$ cat src/logic/ldc_pkg.sv
/*
 * ldc_pkg: constants, field layouts and carrier types of the LCD display
 * control and hard-fill register block.
 * Assumes a 100 MHz system clock and an AXI4-Lite master with 32-bit data.
 */
// Functional notes
// - writing 1 requests SDRAM self-refresh, writing 0 returns it to normal
// - vertical and horizontal flip bits drive the orientation outputs unchanged
// - backlight bit 0 drives enable high and forces PWM low; 1 drives enable low
// - colour-depth bit 0 selects paletted two-page mode, 1 selects direct 16-bit colour
// - two independent blink enables; the second blink toggles faster than the first
// - blink periods are about one second and about half a second
// - transparency shows background through foreground, paletted mode only
// - background page code 00 selects page 0, 01 page 1, others invalid
// - foreground page code 00 selects page 0, 01 page 1, others invalid
// - paletted mode writes and fills go to the write page selected, others invalid
// - direct colour mode writes both pages and ignores the write page field
// - any write to the fill command register starts a hard fill
// - fill colour is palette entry in paletted mode, drawing colour in direct mode
// - the fill covers only the selected write area
// - busy bit reads 1 right after a fill command and 0 once complete
// - on fill completion the interrupt output pulses low for about 26.7 us
// - a hard fill starts by itself soon after reset release
package ldc_pkg;

    // ------------------------------------------------------------------
    // register indices; byte address is four times the index
    // ------------------------------------------------------------------
    localparam logic [22:0] IDX_DISPLAY_CONTROL_A  = 23'h7ffffc;
    localparam logic [22:0] IDX_WRITE_PAGE_SELECT  = 23'h7ffffd;
    localparam logic [22:0] IDX_FILL_COMMAND       = 23'h7fffff;
    localparam logic [22:0] IDX_REFRESH_ORIENT_BL  = 23'h7ffffb;

    localparam logic [7:0]  RST_DISPLAY_CONTROL_A  = 8'h00;
    localparam logic [7:0]  RST_WRITE_PAGE_SELECT  = 8'h00;
    localparam logic [7:0]  RST_REFRESH_ORIENT_BL  = 8'h01;

    // field positions in refresh_orientation_backlight; POS_BUSY is the fill command read bit
    localparam int          POS_SLEEP_REQ          = 3;
    localparam int          POS_VFLIP              = 2;
    localparam int          POS_HFLIP              = 1;
    localparam int          POS_BACKLIGHT          = 0;
    localparam int          POS_BUSY               = 0;

    localparam logic [1:0]  PAGE_0                 = 2'h0;
    localparam logic [1:0]  PAGE_1                 = 2'h1;
    localparam logic [1:0]  RESP_OKAY              = 2'h0;
    localparam logic [1:0]  RESP_SLVERR            = 2'h2;

    // ------------------------------------------------------------------
    // timing
    // ------------------------------------------------------------------
    localparam int          CLK_PERIOD_NS          = 10;
    localparam int          IRQ_PULSE_NS           = 26700;
    localparam int          IRQ_PULSE_CYCLES       = IRQ_PULSE_NS / CLK_PERIOD_NS;
    localparam int          SLOW_BLINK_MS          = 1000;
    localparam int          SLOW_BLINK_CYCLES      = SLOW_BLINK_MS * 1000000 / CLK_PERIOD_NS;

    localparam int          FB_ADDR_W              = 23;
    localparam int          COLOUR_W               = 16;

    // ------------------------------------------------------------------
    // carrier types
    // ------------------------------------------------------------------
    typedef struct packed {
        logic       direct_colour;
        logic       fast_blink_enable;
        logic       slow_blink_enable;
        logic       transparency_enable;
        logic [1:0] background_page;
        logic [1:0] foreground_page;
    } ldc_dca_t;

    typedef struct packed {
        logic [FB_ADDR_W-1:0] addr;
        logic [COLOUR_W-1:0]  data;
        logic [1:0]           page_mask;
    } ldc_fill_wr_t;

    typedef enum logic [2:0] {
        REG_NONE = 3'h0,
        REG_DCA  = 3'h1,
        REG_WPS  = 3'h2,
        REG_FILL = 3'h3,
        REG_ROB  = 3'h4
    } ldc_reg_t;

    typedef enum logic [2:0] {
        FILL_IDLE = 3'b001,
        FILL_RUN  = 3'b010,
        FILL_DONE = 3'b100
    } ldc_fill_state_t;

endpackage

$ cat src/logic/ldc_display_ctrl.sv
/*
 * ldc_display_ctrl: display control registers and hard-fill engine behind
 * an AXI4-Lite slave.
 * Assumes the write area, drawing colour and palette colour come from
 * neighbouring blocks, and that frame buffer writes may stall via ready.
 */
// Local design decision: the AXI4-Lite register port.
`timescale 1ns/1ps
`default_nettype none

module ldc_display_ctrl #(
    parameter int BLINK_PERIOD_CYCLES = ldc_pkg::SLOW_BLINK_CYCLES
) (
    input  wire logic                        sys_clk_i,
    input  wire logic                        rst_n_i,
    // axi4-lite slave
    input  wire logic [31:0]                 s_axi_awaddr_i,
    input  wire logic                        s_axi_awvalid_i,
    output logic                             s_axi_awready_o,
    input  wire logic [31:0]                 s_axi_wdata_i,
    input  wire logic [3:0]                  s_axi_wstrb_i,
    input  wire logic                        s_axi_wvalid_i,
    output logic                             s_axi_wready_o,
    output logic [1:0]                       s_axi_bresp_o,
    output logic                             s_axi_bvalid_o,
    input  wire logic                        s_axi_bready_i,
    input  wire logic [31:0]                 s_axi_araddr_i,
    input  wire logic                        s_axi_arvalid_i,
    output logic                             s_axi_arready_o,
    output logic [31:0]                      s_axi_rdata_o,
    output logic [1:0]                       s_axi_rresp_o,
    output logic                             s_axi_rvalid_o,
    input  wire logic                        s_axi_rready_i,
    // display side
    output logic                             sdram_sleep_request_o,
    output logic                             vflip_o,
    output logic                             hflip_o,
    output logic                             backlight_enable_n_out_o,
    input  wire logic                        pwm_raw_i,
    output logic                             pwm_o,
    output ldc_pkg::ldc_dca_t                display_ctrl_o,
    output logic                             transparency_active_o,
    output logic                             slow_blink_phase_o,
    output logic                             fast_blink_phase_o,
    output logic [1:0]                       write_page_mask_o,
    // hard fill
    input  wire logic [ldc_pkg::FB_ADDR_W-1:0] write_area_base_i,
    input  wire logic [ldc_pkg::FB_ADDR_W-1:0] write_area_words_i,
    input  wire logic [ldc_pkg::COLOUR_W-1:0]  draw_colour_i,
    input  wire logic [ldc_pkg::COLOUR_W-1:0]  palette_colour_i,
    output logic                             fill_wr_valid_o,
    input  wire logic                        fill_wr_ready_i,
    output ldc_pkg::ldc_fill_wr_t            fill_wr_o,
    output logic                             fill_busy_o,
    output logic                             fill_done_irq_n_o
);

    // ------------------------------------------------------------------
    // address decode
    // ------------------------------------------------------------------
    function automatic ldc_pkg::ldc_reg_t reg_sel(input logic [31:0] a);
        ldc_pkg::ldc_reg_t r;
        r = ldc_pkg::REG_NONE;
        if (a[1:0] != 2'h0 || a[31:25] != 7'h00) begin
            r = ldc_pkg::REG_NONE;
        end else if (a[24:2] == ldc_pkg::IDX_DISPLAY_CONTROL_A) begin
            r = ldc_pkg::REG_DCA;
        end else if (a[24:2] == ldc_pkg::IDX_WRITE_PAGE_SELECT) begin
            r = ldc_pkg::REG_WPS;
        end else if (a[24:2] == ldc_pkg::IDX_FILL_COMMAND) begin
            r = ldc_pkg::REG_FILL;
        end else if (a[24:2] == ldc_pkg::IDX_REFRESH_ORIENT_BL) begin
            r = ldc_pkg::REG_ROB;
        end
        return r;
    endfunction

    // ------------------------------------------------------------------
    // write channel
    // ------------------------------------------------------------------
    logic        aw_held_q;
    logic [31:0] aw_addr_q;
    logic        w_held_q;
    logic [31:0] w_data_q;
    logic [3:0]  w_strb_q;
    logic        bvalid_q;
    logic [1:0]  bresp_q;
    logic        wr_fire;
    ldc_pkg::ldc_reg_t wr_sel;

    assign s_axi_awready_o = !aw_held_q && !bvalid_q;
    assign s_axi_wready_o  = !w_held_q && !bvalid_q;
    assign wr_fire         = aw_held_q && w_held_q && !bvalid_q;
    assign wr_sel          = reg_sel(aw_addr_q);

    always_ff @(posedge sys_clk_i or negedge rst_n_i) begin
        if (!rst_n_i) begin
            aw_held_q <= 1'b0;
            aw_addr_q <= 32'h0;
        end else if (s_axi_awvalid_i && s_axi_awready_o) begin
            aw_held_q <= 1'b1;
            aw_addr_q <= s_axi_awaddr_i;
        end else if (wr_fire) begin
            aw_held_q <= 1'b0;
        end
    end

    always_ff @(posedge sys_clk_i or negedge rst_n_i) begin
        if (!rst_n_i) begin
            w_held_q <= 1'b0;
            w_data_q <= 32'h0;
            w_strb_q <= 4'h0;
        end else if (s_axi_wvalid_i && s_axi_wready_o) begin
            w_held_q <= 1'b1;
            w_data_q <= s_axi_wdata_i;
            w_strb_q <= s_axi_wstrb_i;
        end else if (wr_fire) begin
            w_held_q <= 1'b0;
        end
    end

    always_ff @(posedge sys_clk_i or negedge rst_n_i) begin
        if (!rst_n_i) begin
            bvalid_q <= 1'b0;
            bresp_q  <= ldc_pkg::RESP_OKAY;
        end else if (wr_fire) begin
            bvalid_q <= 1'b1;
            bresp_q  <= (wr_sel == ldc_pkg::REG_NONE) ? ldc_pkg::RESP_SLVERR
                                                       : ldc_pkg::RESP_OKAY;
        end else if (s_axi_bready_i) begin
            bvalid_q <= 1'b0;
        end
    end

    assign s_axi_bvalid_o = bvalid_q;
    assign s_axi_bresp_o  = bresp_q;

    // ------------------------------------------------------------------
    // registers; only byte lane 0 carries data
    // ------------------------------------------------------------------
    logic [7:0] dca_q;
    logic [7:0] wps_q;
    logic [7:0] rob_q;
    logic       lane0_wr;
    logic       fill_cmd;

    assign lane0_wr = wr_fire && w_strb_q[0];
    assign fill_cmd = wr_fire && (wr_sel == ldc_pkg::REG_FILL);

    always_ff @(posedge sys_clk_i or negedge rst_n_i) begin
        if (!rst_n_i) begin
            dca_q <= ldc_pkg::RST_DISPLAY_CONTROL_A;
        end else if (lane0_wr && wr_sel == ldc_pkg::REG_DCA) begin
            dca_q <= w_data_q[7:0];
        end
    end

    always_ff @(posedge sys_clk_i or negedge rst_n_i) begin
        if (!rst_n_i) begin
            wps_q <= ldc_pkg::RST_WRITE_PAGE_SELECT;
        end else if (lane0_wr && wr_sel == ldc_pkg::REG_WPS) begin
            wps_q <= w_data_q[7:0];
        end
    end

    always_ff @(posedge sys_clk_i or negedge rst_n_i) begin
        if (!rst_n_i) begin
            rob_q <= ldc_pkg::RST_REFRESH_ORIENT_BL;
        end else if (lane0_wr && wr_sel == ldc_pkg::REG_ROB) begin
            rob_q <= w_data_q[7:0];
        end
    end

    // ------------------------------------------------------------------
    // read channel: only the fill busy bit is readable
    // ------------------------------------------------------------------
    logic        rvalid_q;
    logic [31:0] rdata_q;
    logic [1:0]  rresp_q;
    logic        busy_q;
    ldc_pkg::ldc_reg_t rd_sel;

    assign s_axi_arready_o = !rvalid_q;
    assign rd_sel          = reg_sel(s_axi_araddr_i);

    always_ff @(posedge sys_clk_i or negedge rst_n_i) begin
        if (!rst_n_i) begin
            rvalid_q <= 1'b0;
            rdata_q  <= 32'h0;
            rresp_q  <= ldc_pkg::RESP_OKAY;
        end else if (s_axi_arvalid_i && s_axi_arready_o) begin
            rvalid_q <= 1'b1;
            rdata_q  <= 32'h0;
            rresp_q  <= (rd_sel == ldc_pkg::REG_NONE) ? ldc_pkg::RESP_SLVERR
                                                       : ldc_pkg::RESP_OKAY;
            if (rd_sel == ldc_pkg::REG_FILL) begin
                rdata_q[ldc_pkg::POS_BUSY] <= busy_q;
            end
        end else if (s_axi_rready_i) begin
            rvalid_q <= 1'b0;
        end
    end

    assign s_axi_rvalid_o = rvalid_q;
    assign s_axi_rdata_o  = rdata_q;
    assign s_axi_rresp_o  = rresp_q;

    // ------------------------------------------------------------------
    // display outputs
    // ------------------------------------------------------------------
    ldc_pkg::ldc_dca_t dca;
    logic [1:0]        wp_mask;

    assign dca                      = ldc_pkg::ldc_dca_t'(dca_q);
    assign display_ctrl_o           = dca;
    assign sdram_sleep_request_o    = rob_q[ldc_pkg::POS_SLEEP_REQ];
    assign vflip_o                  = rob_q[ldc_pkg::POS_VFLIP];
    assign hflip_o                  = rob_q[ldc_pkg::POS_HFLIP];
    assign backlight_enable_n_out_o = !rob_q[ldc_pkg::POS_BACKLIGHT];
    assign pwm_o = pwm_raw_i && rob_q[ldc_pkg::POS_BACKLIGHT];
    assign transparency_active_o = dca.transparency_enable && !dca.direct_colour;

    // in paletted mode, invalid write page codes enable neither page, so nothing is written
    always_comb begin
        if (dca.direct_colour) begin
            wp_mask = 2'h3;
        end else if (wps_q[1:0] == ldc_pkg::PAGE_0) begin
            wp_mask = 2'h1;
        end else if (wps_q[1:0] == ldc_pkg::PAGE_1) begin
            wp_mask = 2'h2;
        end else begin
            wp_mask = 2'h0;
        end
    end

    assign write_page_mask_o = wp_mask;

    // ------------------------------------------------------------------
    // blink timing: one counter gives both rates so they stay in phase
    // ------------------------------------------------------------------
    localparam int QUARTER = BLINK_PERIOD_CYCLES / 4;
    logic [31:0] blink_cnt_q;
    logic [1:0]  blink_phase_q;

    always_ff @(posedge sys_clk_i or negedge rst_n_i) begin
        if (!rst_n_i) begin
            blink_cnt_q   <= 32'h0;
            blink_phase_q <= 2'h0;
        end else if (blink_cnt_q == 32'(QUARTER - 1)) begin
            blink_cnt_q   <= 32'h0;
            blink_phase_q <= blink_phase_q + 2'h1;
        end else begin
            blink_cnt_q   <= blink_cnt_q + 32'h1;
        end
    end

    assign fast_blink_phase_o = dca.fast_blink_enable && blink_phase_q[0];
    assign slow_blink_phase_o = dca.slow_blink_enable && blink_phase_q[1];

    // ------------------------------------------------------------------
    // hard fill engine
    // ------------------------------------------------------------------
    ldc_pkg::ldc_fill_state_t fill_state_q;
    logic                     start_pend_q;
    logic [ldc_pkg::FB_ADDR_W-1:0] left_q;
    logic [ldc_pkg::FB_ADDR_W-1:0] addr_q;
    logic [15:0]              pulse_cnt_q;
    logic                     beat;

    assign beat = fill_wr_valid_o && fill_wr_ready_i;

    // power-up fill is pending straight out of reset; set wins over clear
    always_ff @(posedge sys_clk_i or negedge rst_n_i) begin
        if (!rst_n_i) begin
            start_pend_q <= 1'b1;
        end else if (fill_cmd) begin
            start_pend_q <= 1'b1;
        end else if (fill_state_q == ldc_pkg::FILL_IDLE) begin
            start_pend_q <= 1'b0;
        end
    end

    always_ff @(posedge sys_clk_i or negedge rst_n_i) begin
        if (!rst_n_i) begin
            fill_state_q <= ldc_pkg::FILL_IDLE;
            addr_q       <= '0;
            left_q       <= '0;
            pulse_cnt_q  <= 16'h0;
        end else begin
            case (fill_state_q)
                ldc_pkg::FILL_IDLE: begin
                    if (start_pend_q) begin
                        fill_state_q <= ldc_pkg::FILL_RUN;
                        addr_q       <= write_area_base_i;
                        left_q       <= write_area_words_i;
                    end
                end
                ldc_pkg::FILL_RUN: begin
                    if (left_q == '0 || (beat && left_q == 23'h1)) begin
                        fill_state_q <= ldc_pkg::FILL_DONE;
                        pulse_cnt_q  <= 16'h0;
                    end
                    if (beat) begin
                        addr_q <= addr_q + 23'h1;
                        left_q <= left_q - 23'h1;
                    end
                end
                ldc_pkg::FILL_DONE: begin
                    pulse_cnt_q <= pulse_cnt_q + 16'h1;
                    if (pulse_cnt_q == 16'(ldc_pkg::IRQ_PULSE_CYCLES - 1)) begin
                        fill_state_q <= ldc_pkg::FILL_IDLE;
                    end
                end
                default: begin
                    fill_state_q <= ldc_pkg::FILL_IDLE;
                end
            endcase
        end
    end

    // busy rises on the command itself so the next read already sees it
    always_ff @(posedge sys_clk_i or negedge rst_n_i) begin
        if (!rst_n_i) begin
            busy_q <= 1'b1;
        end else if (fill_cmd) begin
            busy_q <= 1'b1;
        end else if (fill_state_q == ldc_pkg::FILL_RUN &&
                     (left_q == '0 || (beat && left_q == 23'h1))) begin
            busy_q <= 1'b0;
        end else if (fill_state_q == ldc_pkg::FILL_IDLE && start_pend_q) begin
            busy_q <= 1'b1;
        end
    end

    assign fill_busy_o       = busy_q;
    assign fill_done_irq_n_o = (fill_state_q != ldc_pkg::FILL_DONE);
    assign fill_wr_valid_o   = (fill_state_q == ldc_pkg::FILL_RUN) && (left_q != '0);
    assign fill_wr_o.addr    = addr_q;
    assign fill_wr_o.data    = dca.direct_colour ? draw_colour_i : palette_colour_i;
    assign fill_wr_o.page_mask = wp_mask;

    int unsigned low_len_q;
    always_ff @(posedge sys_clk_i or negedge rst_n_i) begin
        if (!rst_n_i) begin
            low_len_q <= 0;
        end else begin
            low_len_q <= fill_done_irq_n_o ? 0 : low_len_q + 1;
        end
    end
endmodule

`default_nettype wire

$ cat config.mk
export PLATFORM = sky130hd
export DESIGN_NAME = ldc_display_ctrl
export DESIGN_NICKNAME = d
export VERILOG_FILES = /design/src/logic/ldc_pkg.sv /design/src/logic/ldc_display_ctrl.sv
export SDC_FILE = /design/constraint.sdc
export NUM_CORES = 1
export LEC_CHECK = 0
export BUFFER_PORTS_ARGS = -buffer_cell sky130_fd_sc_hd__buf_2
export CAP_MARGIN = 20
export CORE_UTILIZATION = 46
export DETAILED_ROUTE_END_ITERATION = 16
export PLACE_DENSITY = 0.77
export SLEW_MARGIN = 20
export SYNTH_ARGS = -nofsm -noshare
export SYNTH_HDL_FRONTEND = slang
export SYNTH_SLANG_ARGS = --single-unit
$ cat constraint.sdc
create_clock -name sys_clk_i -period 2.2 [get_ports sys_clk_i]
set_input_delay 0.11 -clock sys_clk_i [delete_from_list [all_inputs] [get_ports sys_clk_i]]
set_output_delay 0.11 -clock sys_clk_i [all_outputs]
set_load 0.01 [all_outputs]
# Word level (Yosys, flattened, before mapping)

Cells that the tools add are included.
Widths: inputs -> output; s select.

Equality and inequality tests: 25
Multiplexer cells: 42
Reductions and logical operators: 50
Add/subtract/negate cells: 5

Operator list:

| operator              | count |
|---|---|
| $eq 23x23->1 const B  | 8 |
| $mux 23               | 4 |
| $pmux 23 s2           | 2 |
| $mux 3                | 13 |
| $add 32x1->32 const B | 1 |
| $eq 32x25->1 const B  | 1 |
| $mux 16               | 2 |
| $mux 32               | 1 |
| $pmux 16 s2           | 1 |
| $add 23x1->23 const B | 1 |
| $eq 23x1->1 const B   | 1 |
| $logic_not 23->1      | 1 |
| $reduce_bool 23->1    | 1 |
| $sub 23x1->23 const B | 1 |
| $logic_and 1x1->1     | 21 |
| $reduce_bool 2->1     | 9 |
| $add 16x1->16 const B | 1 |
| $eq 16x12->1 const B  | 1 |
| $reduce_bool 7->1     | 2 |
| $mux 1                | 13 |
| $eq 3x2->1 const B    | 4 |
| $mux 2                | 5 |
| $pmux 3 s3            | 1 |
| $ne 2x2->1 const B    | 4 |
| other kinds (12)      | 23 |

Flip-flop bits (word level): 165
Output and inout bits: 103
Input bits: 187
Logic and storage cells: 143

# Logic depth before layout (Yosys ltp)

Gate-level depths: netlist (run 1).

Depth after elaboration: 9
Mapped depth: 8
Mapped depth without buffers: 7

# Least setup slack after synthesis (run 1)

No wires, ideal clock.

Path kind: register -> register
Start: reg left_q[15] (netlist bit)
End: reg left_q[3] (netlist bit)
Data arrival time: 2143 ps
Period minus slack after synthesis: 2264 ps
Setup slack: -64 ps
Stages on the path, launching flop included: 8
Cells stage by stage: dfrtp_1 > or4_4 > nand2b_1 > buf_4 > o311ai_4 > buf_6 > a22oi_1 > o22a_1

Longest elaborated chain between the ends: 5

Ends and longest elaborated chain:

| element                    | line                    | RTL |
|---|---|---|
| start: declaration         | ldc_display_ctrl.sv:265 | `logic [ldc_pkg::FB_ADDR_W-1:0] left_q;` |
| start signal: assignment   | ldc_display_ctrl.sv:295 | `left_q <= write_area_words_i;` |
| start signal: assignment   | ldc_display_ctrl.sv:305 | `left_q <= left_q - 23'h1;` |
| $reduce_bool 23->1         | ldc_display_ctrl.sv:337 | `assign fill_wr_valid_o = (fill_state_q == ldc_pkg::FILL_RUN) && (left_q != '0);` |
| $logic_and 1x1->1          | ldc_display_ctrl.sv:337 |  |
| $logic_and 1x1->1          | ldc_display_ctrl.sv:270 | `assign beat = fill_wr_valid_o && fill_wr_ready_i;` |
| $ne 2x2->1 (no line)       | n/a                     |  |
| $reduce_and 3->1 (no line) | n/a                     |  |

Every way passes these cells.
A chain may end at the register's enable or synchronous reset.

# Final worst setup path (run 1)

Start: reg aw_addr_q[28]
End: reg dca_q[2] (netlist: display_ctrl_o[2])

Longest elaborated chain between the ends: 5

Ends and longest elaborated chain:

| element                  | line                    | RTL |
|---|---|---|
| start: declaration       | ldc_display_ctrl.sv:82  | `logic [31:0] aw_addr_q;` |
| start signal: assignment | ldc_display_ctrl.sv:102 | `aw_addr_q <= s_axi_awaddr_i;` |
| $reduce_bool 7->1        | ldc_display_ctrl.sv:64  | `if (a[1:0] != 2'h0 \|\| a[31:25] != 7'h00) begin` |
| $logic_or 1x1->1         | ldc_display_ctrl.sv:64  |  |
| $mux 3                   | ldc_display_ctrl.sv:64  |  |
| $eq 3x1->1               | ldc_display_ctrl.sv:153 | `end else if (lane0_wr && wr_sel == ldc_pkg::REG_DCA) begin` |
| $logic_and 1x1->1        | ldc_display_ctrl.sv:153 |  |
| end signal: assignment   | ldc_display_ctrl.sv:152 | `dca_q <= ldc_pkg::RST_DISPLAY_CONTROL_A;` |
| end signal: assignment   | ldc_display_ctrl.sv:154 | `dca_q <= w_data_q[7:0];` |
| end: declaration         | ldc_display_ctrl.sv:141 | `logic [7:0] dca_q;` |

Every way passes these cells.

==> impl_results.md, run 1 <==
- Vias per inst: 5.63
- Leakage: 0.00548 µW
- Post-synth top area share: 45.4%
- Number of distinct library cells after synthesis: 67
- Top post-synthesis cells by area: dfrtp_1, mux2_2, buf_4, nor2_1, nand2_1
- Total GRT Usage: 25.0%
- Htree depth: 4
- Ys flop type: dfrtp_1
- Hold crit path type: input port to flip-flop
- GR Overflow Total: 0
- Cell area after layout: 11800 µm²
- Post-Synthesis Cell Area: 8770 µm²
- VDD IR max: 0.000556 V
- Storage element area: 4080 µm²
- Final ANT Viol Nets: 0
- Asr flop ratio synth: 100%
- Cell Pwr Density: 692 nW/µm²
- Core area: 18700 µm²
- Vias in the first global route: 8192
- Synth Warn #: 0
- Final Instance Count excl. Fillers: 1445
- Final setup violating endpoints: 0
- Final min period: 2190 ps
- Fillers: 1429
- Synth Area per Inst: 10.1 µm²
- Total CTS buffers: 17
- Root buffer cell: clkbuf_16
- Period utilization: 99.4%
- Slew @ Worst Pin: 782 ps
- Synth top cells by count: dfrtp_1, mux2_2, nor2_1, nand2_1
- Vias: 8139
- Cell Rows: 50
- Clock Latency Late Sink: 430 ps
- Final hold viol count: 0
- Final wirelength: 23900 µm
- Largest fanout on the critical path: 8
- I/O Buffers: 229
- Final Util: 63.2%
- CTS max path bufs: 2
- Status: finished, final reports clean
- Final WS setup: 13.0 ps
- Multi-input gate area: 4420 µm²
- Placed inst area: 10400 µm²
- Worst setup SP type: flip-flop
- Arrival time at the worst endpoint: 2500 ps
- Worst-path clk slew: 70 ps
- CP Capture Type: flip-flop
- Starting density of the core: 46.9%
- Setup TNS: 0 ps
- Layout Skew: 10.7 ps
- DRT iter0 DRCs: 537
- First-pass iteration count of the detailed router: 5
- Initial antenna violation count: 2
- Final nets: 1390
- Placed Cells: 1350
- CTS tree: yes
- Largest area contributor in the netlist: dfrtp_1
- Area growth, synth to finish: 34.7%
- Routed WL per cell: 16.5 µm
- Die Height: 140 µm
- Crit Path Category: flip-flop to flip-flop
- Most frequent cell after synthesis: dfrtp_1
- CTS Sinks: 163
- Post-route DRC: 0
- Placer Congestion: 0.861
- Max-Cap Viols: 0
- Die area: 19600 µm²
- Slew HR: 47.8%
- Max Fclk: 457 MHz
- Post-Place Worst Slack: -104 ps
- IO Pins: 290
- RSZ-0062 raised after global routing: true
- Max-slew violations: 0
- Largest net degree at the start of global routing: 63
- Post-synth EDFFs: 0
- Global-route wire length before repair: 39200 µm
- Required time worst endpoint: 2510 ps
- Register bit total from synthesis: 163
- Layout cells sized above 1: 35.3%
- Syn Inst Count: 869
- Sequential area share after synthesis: 46.5%
- Die width: 140 µm
- Placed wire-length estimate: 16200 µm
==> critical path, cell delays in order (launching register included) <==
cell and delay [ps]:
dfrtp_1 380, or4_4 550, nor4_4 220, nand4_1 230
nor3_4 210, buf_12 170, mux2_4 310
==> logic make-up (layout without fill, tap and decap cells) <==
family	after synthesis	in the layout	synth area share [%]
and+or+nand+nor	307	307	18.6
other	1	35	0.0427
AOI/OAI and AO/OA	192	192	15.1
muxes	74	74	9.47
buffers and inverters	93	401	6.00
adders and majority gates	7	7	0.998
xor gates and xnor gates	32	32	3.19
DFF	163	163	46.5
==> sequential cells by signal, indices dropped and copies added, names as in the netlist, 2 cells and up <==
name            cells
aw_addr_q          32
blink_cnt_q        32
addr_q             23
left_q             23
pulse_cnt_q        16
display_ctrl_o      8
w_data_q            8
rob_q               4
fill_state_q        3
blink_phase_q       2
wps_q               2
==> per-layer routing <==
layer	wire [µm]	global-route usage, %	vias to the layer above	share of wire, %
met5	0	0	-	0
met4	706	11.2	0	3.0
met3	1520	4.89	42	6.4
met2	12100	44.2	354	51
met1	9580	29.5	3931	40
li1	-	-	3812	-
==> report_power, final <==
part / internal, µW / leakage, µW / total [µW] / switching, µW
Sequential: 3430 / 0.00200 / 3750 / 318
Clock: 1830 / 0.000303 / 3160 / 1320
Combinational: 711 / 0.00317 / 1270 / 560
==> through the flow <==
step | total power [µW] | hold WS, ps
2_1_floorplan | 4470 | -186
3_3_place_gp | 4840 | 49.0
3_5_place_dp | 4920 | 54.1
4_1_cts | 8170 | 3.35
5_1_grt | 8520 | 12.8
6_report | 8170 | 2.06
==> repair_timing <==
item | 4_1_cts | 5_1_grt
hold buffers | 56 | 0
setup buffers | 1 | 3
endpoints found under the setup margin | 14 | 36
cloned | 0 | 1
endpoints found under the hold margin | 144 | 0
pin swaps | 4 | 12
resized for setup | 12 | 22
==> worst paths after layout <==
| kind | start | end | slack (ps) | depth (start not counted) |
|---|---|---|---|---|
| worst max-delay path | aw_addr_q[28] | display_ctrl_o[2] | 10 | 6 |
| worst min-delay path | write_area_base_i[1] | addr_q[1] | 2 | 3 |
| worst max register to register | aw_addr_q[28] | display_ctrl_o[2] | 10 | 6 |
| worst min register to register | blink_phase_q[1] | blink_phase_q[1] | 490 | 1 |
| max in group asynchronous | rst_n_i | blink_cnt_q[17] | 1330 | 3 |
| min in group asynchronous | rst_n_i | aw_addr_q[15] | 160 | 2 |
==> placed cells by master, fill, tap and decap left out, types with 10 or more instances in the layout <==
| master | n |
|---|---|
| xnor2_1 | 16 |
| clkbuf_16 | 18 |
| mux2_2 | 60 |
| buf_2 | 228 |
| a2bb2oi_1 | 10 |
| and3_1 | 17 |
| o22a_1 | 19 |
| buf_4 | 53 |
| nor2_1 | 67 |
| a31oi_1 | 19 |
| dlygate4sd3_1 | 56 |
| dfrtp_1 | 159 |
| o22ai_1 | 15 |
| nor4_1 | 21 |
| a22oi_1 | 10 |
| xor2_1 | 16 |
| mux2_4 | 12 |
| nand3_1 | 35 |
| nor3_1 | 21 |
| nand4_1 | 28 |
| o21ai_0 | 35 |
| nand2_1 | 58 |
| a21oi_1 | 37 |
| conb_1 | 33 |
| inv_1 | 18 |
==> area by class of cell <==
| type | count | area share [%] |
|---|---|---|
| multi-input combinational | 645 | 37.4 |
| sequential | 163 | 34.6 |
| timing repair buffer | 351 | 19.7 |
| clock buffer | 18 | 3.63 |
| tap | 234 | 2.48 |
| clock inverter | 14 | 1.64 |
| inverter | 18 | 0.572 |
| antenna | 2 | 0.0423 |
No activity file was read; power rests on OpenSTA's default activity.
==> run 2, diff against run 1 <==
--- a/config.mk
+++ b/config.mk
@@ -7,9 +7,9 @@
 export LEC_CHECK = 0
 export BUFFER_PORTS_ARGS = -buffer_cell sky130_fd_sc_hd__buf_2
 export CAP_MARGIN = 20
-export CORE_UTILIZATION = 46
+export CORE_UTILIZATION = 51
 export DETAILED_ROUTE_END_ITERATION = 16
-export PLACE_DENSITY = 0.77
+export PLACE_DENSITY = 0.81
 export SLEW_MARGIN = 20
 export SYNTH_ARGS = -nofsm -noshare
 export SYNTH_HDL_FRONTEND = slang
==> constraint.sdc (replaced) <==
create_clock -name sys_clk_i -period 2.15 [get_ports sys_clk_i]
set_input_delay 0.1075 -clock sys_clk_i [delete_from_list [all_inputs] [get_ports sys_clk_i]]
set_output_delay 0.1075 -clock sys_clk_i [all_outputs]
set_load 0.01 [all_outputs]
==> impl_results.md, run 2 (synthesis gave the netlist of run 1 again) <==
- Status: finished with violations
- Failing checks: negative setup slack
- Area growth, synth to finish: 37.6%
- Core area: 16700 µm² (-11%)
- Reg-to-Reg Start: aw_addr_q[0]
- First-pass iteration count of the detailed router: 7 (+2)
- Final min period: 2230 ps (+45.7 ps)
- Pwr Total: 8380 µW (+2.5%)
- Crit path from: aw_addr_q[0]
- Final wirelength: 26900 µm (+13%)
- Met3 Resource Use GR: 5.18% (+0.29 points)
- Routed WL per cell: 18.6 µm (+13%)
- Slew @ Worst Pin: 794 ps (+11.2 ps)
- GR peak layer: met2
- Most frequent cells in the layout: buf_2, dfrtp_1, nor2_1
- VDD IR max: 0.000871 V (+57%)
- Critical-path top delay cell: or4_4
- Worst r2r dst: rob_q[2]
- Crit Path Category: flip-flop to flip-flop
- Slew HR: 47.1% (-0.75 points)
- Final nets: 1405 (+1.1%)
- Die area: 17700 µm² (-9.7%)
- Initial antenna violation count: 1 (-1)
- Final hold slack: 1.53 ps (-0.531 ps)
- Worst path cell trace: or4_4, nor4_4, nand4_1, nor3_2, buf_4, mux2_4
- Final Instance Count excl. Fillers: 1445 (unchanged)
- Final ANT Viol Nets: 0 (unchanged)
- Fillers: 1116 (-22%)
- GR Overflow Total: 0 (unchanged)
- Total GRT Usage: 29.5% (+4.5 points)
- Placed wire-length estimate: 16400 µm (+1.2%)
- Delay of the slowest critical-path stage: 550 ps (about the same)
- Post-route DRC: 0 (unchanged)
- Max-slew violations: 0 (unchanged)
- RSZ-0062 raised after global routing: true
- Starting density of the core: 52.5% (+5.6 points)
- Arrival time at the worst endpoint: 2540 ps (+40 ps)
- Met1 GRT Util: 35.1% (+5.6 points)
- IO Pins: 290 (unchanged)
- Vias in the first global route: 8404 (+2.6%)
- Total CTS buffers: 17 (unchanged)
- Vias per inst: 5.93 (+5.3%)
- Die Height: 133 µm (-5.0%)
- GR Util met2: 52.9% (+8.7 points)
- Root buffer cell: clkbuf_16
- Flop2flop setup slack: -80 ps (-100 ps)
- Hold crit path type: input port to flip-flop
- Commonest non-fill, non-tap cell in the layout: buf_2
- Largest net degree at the start of global routing: 63 (unchanged)
- Storage element area: 4080 µm² (unchanged)
- Max-Cap Viols: 0 (unchanged)
- Leakage: 0.00560 µW (+2.3%)
- Clock Latency Late Sink: 430 ps (about the same)
- Vias: 8572 (+5.3%)
- Period utilization: 104% (+4.4 points)
- R2R depth: 6 (unchanged)
- Worst Setup EP: rob_q[2]
- I/O Buffers: 229 (unchanged)
- Final setup violating endpoints: 49 (+49)
- CP Capture Type: flip-flop
- Max Fclk: 448 MHz (-2.0%)
- DRT iter0 DRCs: 500 (-6.9%)
- Worst setup SP type: flip-flop
- Global-route wire length before repair: 41600 µm (+6.0%)
- CTS max path bufs: 2 (unchanged)
- Placer Congestion: 0.878 (+2.0%)
- Post-Place Worst Slack: -54.2 ps (+49.5 ps)
- Biggest regs: aw_addr_q (32), blink_cnt_q (32)
- CTS tree: yes
- Placed Cells: 1337 (-0.96%)
- Worst-path clk slew: 70 ps (about the same)
- Final hold viol count: 0 (unchanged)
- Htree depth: 4 (unchanged)
- Layout cells sized above 1: 38.3% (+3.0 points)
- Required time worst endpoint: 2460 ps (-50 ps)
- Die width: 133 µm (-5.0%)
- CTS Sinks: 163 (unchanged)
- Multi-input gate area: 4560 µm² (+3.1%)
- Largest fanout on the critical path: 4 (-4)
- Final WS setup: -82.7 ps (-95.7 ps)
- Final Util: 72.3% (+9.1 points)
- Cell Pwr Density: 694 nW/µm² (+0.35%)
- Layout Skew: 7.56 ps (-3.15 ps)
- Cell Rows: 47 (-6.0%)
run 2: power breakdown:
part	internal, µW	switching (µW)
Sequential	3510	366
Clock	1780	1380
Combinational	735	609
run 2: layout make-up:
cell class / instances / area share (%)
Multi-Input combinational cell: 646 / 37.8
Sequential cell: 163 / 33.8
Timing Repair Buffer: 365 / 20.5
Clock buffer: 18 / 3.64
Tap cell: 220 / 2.28
Clock inverter: 14 / 1.40
Inverter: 18 / 0.560
Antenna cell: 1 / 0.0207
run 2: per-stage QoR:
stage / instance area, µm² / setup TNS (ps)
2_1_floorplan: 8950 / -1210
3_3_place_gp: 10500 / -326
3_5_place_dp: 10500 / -526
4_1_cts: 11700 / -13.6
5_1_grt: 12100 / -5430
6_report: 12100 / -2120
run 2: what timing repair did:
action	4_1_cts	5_1_grt
pin swaps	2	21
setup endpoints to repair	21	56
resized for setup	18	57
gates cloned	0	5
hold buffers	54	1
endpoints found under the hold margin	116	1
setup buffers	1	14
run 2: worst min-delay path by stage:
| stage | startpoint | endpoint | cells past startpoint | slack [ps] |
|---|---|---|---|---|
| 6_report | write_area_base_i[20] | addr_q[20] | 3 | 2 |
| 3_5_place_dp | rst_n_i | aw_addr_q[24] | 1 | 60 |
| 2_1_floorplan | rst_n_i | addr_q[0] | 0 | -190 |
| 3_3_place_gp | rst_n_i | aw_addr_q[19] | 1 | 60 |
| 4_1_cts | write_area_words_i[1] | left_q[1] | 3 | 0.5 |
| 5_1_grt | write_area_base_i[0] | addr_q[0] | 3 | 30 |
run 2: critical path, delay by kind of cell, from the launching register on:
kind | cells | cell delay (ps)
buf+inv | 1 | 190
simple gates | 4 | 1200
mux | 1 | 320
flops | 1 | 400
run 2: routing by layer:
metal / wire [µm] / part of all wire (%)
met1: 10000 / 37
met2: 14100 / 52
met3: 1750 / 6.5
met4: 1030 / 3.8
met5: 0 / 0
==> run 3, diff against run 2 <==
==> constraint.sdc (replaced) <==
create_clock -name sys_clk_i -period 2.51 [get_ports sys_clk_i]
set_input_delay 0.1255 -clock sys_clk_i [delete_from_list [all_inputs] [get_ports sys_clk_i]]
set_output_delay 0.1255 -clock sys_clk_i [all_outputs]
set_load 0.01 [all_outputs]
==> impl_results.md, run 3 (synthesis gave the netlist of run 1 again) <==
- Max-Cap Viols: 0 (unchanged)
- Root buffer cell: clkbuf_16
- Placer Congestion: 0.849 (-3.3%)
- Hold path cells: 3 (unchanged)
- Largest fanout on the critical path: 3 (-1)
- Commonest non-fill, non-tap cell in the layout: buf_2
- Setup TNS: 0 ps (+2120 ps)
- Comb power frac: 16.3% (+0.2 points)
- CTS max path bufs: 2 (unchanged)
- CTS tree: yes
- Cell Rows: 47 (unchanged)
- Net Sw Frac: 29.7% (+1.7 points)
- CTS Sinks: 163 (unchanged)
- Most frequent cells in the layout: buf_2, dfrtp_1, mux2_2
- Final nets: 1354 (-3.6%)
- R2R depth: 5 (-1)
- Cell Pwr Density: 622 nW/µm² (-10%)
- Biggest regs: aw_addr_q (32), blink_cnt_q (32)
- Clock Latency Late Sink: 430 ps (about the same)
- Period utilization: 98.5% (-5.4 points)
- Arrival time at the worst endpoint: 2790 ps (+250 ps)
- Routed WL per cell: 18.0 µm (-3.5%)
- DRT iter0 DRCs: 679 (+36%)
- Max-slew violations: 0 (unchanged)
- Pwr Total: 7050 µW (-16%)
- VDD IR max: 0.000646 V (-26%)
- Final ANT Viol Nets: 0 (unchanged)
- Core area: 16700 µm² (unchanged)
- Largest net degree at the start of global routing: 78 (+24%)
- Final min period: 2470 ps (+239 ps)
- Worst setup SP type: flip-flop
- Final setup violating endpoints: 0 (-100%)
- Vias: 8187 (-4.5%)
- Die area: 17700 µm² (unchanged)
- Die width: 133 µm (unchanged)
- IO Pins: 290 (unchanged)
- Area growth, synth to finish: 29.2%
- Worst r2r dst: wps_q[0]
- Die Height: 133 µm (unchanged)
- Hold path startpoint: write_area_words_i[20]
- Clock power share: 37.0% (-0.7 points)
- Cell area after layout: 11300 µm² (-6.1%)
- Slew HR: 46.6% (-0.49 points)
- Placed inst area: 10200 µm² (-2.6%)
- Status: finished, final reports clean
- Slew @ Worst Pin: 801 ps (+7.38 ps)
- Crit Path Category: flip-flop to flip-flop
- Global-route wire length before repair: 40500 µm (-2.5%)
- Initial antenna violation count: 3 (+2)
- Final hold slack: 13.7 ps (+12.2 ps)
- Net switching power: 2100 µW (-11%)
- Leakage: 0.00524 µW (-6.5%)
- Worst-path clk slew: 70 ps (about the same)
- Htree depth: 4 (unchanged)
- Required time worst endpoint: 2830 ps (+370 ps)
- Starting density of the core: 52.5% (unchanged)
- WHS Endpoint: left_q[20]
- Final wirelength: 25100 µm (-6.7%)
- Total CTS buffers: 17 (unchanged)
- Layout Skew: 8.81 ps (+1.25 ps)
- Layout cells sized above 1: 33.3% (-5.0 points)
- Hold crit path type: input port to flip-flop
- Post-route DRC: 0 (unchanged)
- First-pass iteration count of the detailed router: 5 (-2)
- Vias in the first global route: 8050 (-4.2%)
- Total GRT Usage: 28.8% (-0.70 points)
- CP Capture Type: flip-flop
- Flop2flop setup slack: 40 ps (+120 ps)
- I/O Buffers: 229 (unchanged)
- P_int: 4950 µW (-18%)
- Reg-to-Reg Start: aw_addr_q[26]
- Vias per inst: 5.86 (-1.2%)
- GR Overflow Total: 0 (unchanged)
- Placed wire-length estimate: 15800 µm (-3.6%)
- Final hold viol count: 0 (unchanged)
- Seq pwr share: 46.7% (+0.5 points)
- Max Fclk: 405 MHz (-9.7%)
run 3: through the flow:
stage / utilization, % / setup slack [ps] / cells
5_1_grt: 67.9 / -43.5 / 1396
6_report: 67.9 / 38.1 / 1397
3_3_place_gp: 61.0 / 96.2 / 1309
2_1_floorplan: - / 246 / 901
4_1_cts: 67.6 / 33.0 / 1392
3_5_place_dp: 61.0 / 82.4 / 1309
run 3: what timing repair did:
action,in CTS,in global routing
buffers inserted,0,1
gates resized for setup,0,7
hold endpoints to repair,123,0
setup endpoints to repair,0,26
hold buffers,51,0
run 3: cell type report:
class / instances / area (µm²)
Fill cell: 1223 / 5360
Multi-Input combinational cell: 645 / 4320
Sequential cell: 163 / 4080
Timing Repair Buffer: 315 / 1990
Clock buffer: 17 / 425
Tap cell: 220 / 275
Clock inverter: 15 / 163
Inverter: 18 / 67.6
Antenna cell: 4 / 10.0
run 3: worst max-delay path, cell delays in order, from the launching register on:
cell and delay (ps):
dfrtp_1 400, or4_1 590, nor4_4 310, nand3_1 200, nor3_1 470, mux2_2 390
run 3: how the worst max path moves through the flow:
stage	start	endpoint	slack (ps)	cells past startpoint
floorplan	left_q[15]	left_q[3]	250	7
global placement	left_q[15]	addr_q[9]	100	6
detailed placement	aw_addr_q[26]	rob_q[2]	80	5
CTS	left_q[15]	fill_wr_valid_o	30	6
global route	aw_addr_q[0]	wps_q[0]	-40	5
finish	aw_addr_q[26]	wps_q[0]	40	5
run 3: metal layers:
| metal | share of wire (%) | vias to the layer above | GRT usage, % |
|---|---|---|---|
| li1 | - | 3752 | - |
| met1 | 40 | 3969 | 35.5 |
| met2 | 50 | 405 | 49.4 |
| met3 | 6.3 | 61 | 5.18 |
| met4 | 3.6 | 0 | 12.9 |
| met5 | 0 | - | 0 |
run 3: power by group through the flow:
| stage | combinational [µW] | clock [µW] | sequential, µW |
|---|---|---|---|
| 3_5_place_dp | 997 | 0 | 3300 |
| 3_3_place_gp | 959 | 0 | 3270 |
| 5_1_grt | 1240 | 2750 | 3330 |
| 2_1_floorplan | 694 | 0 | 3220 |
| 6_report | 1150 | 2610 | 3290 |
| 4_1_cts | 1070 | 2620 | 3250 |
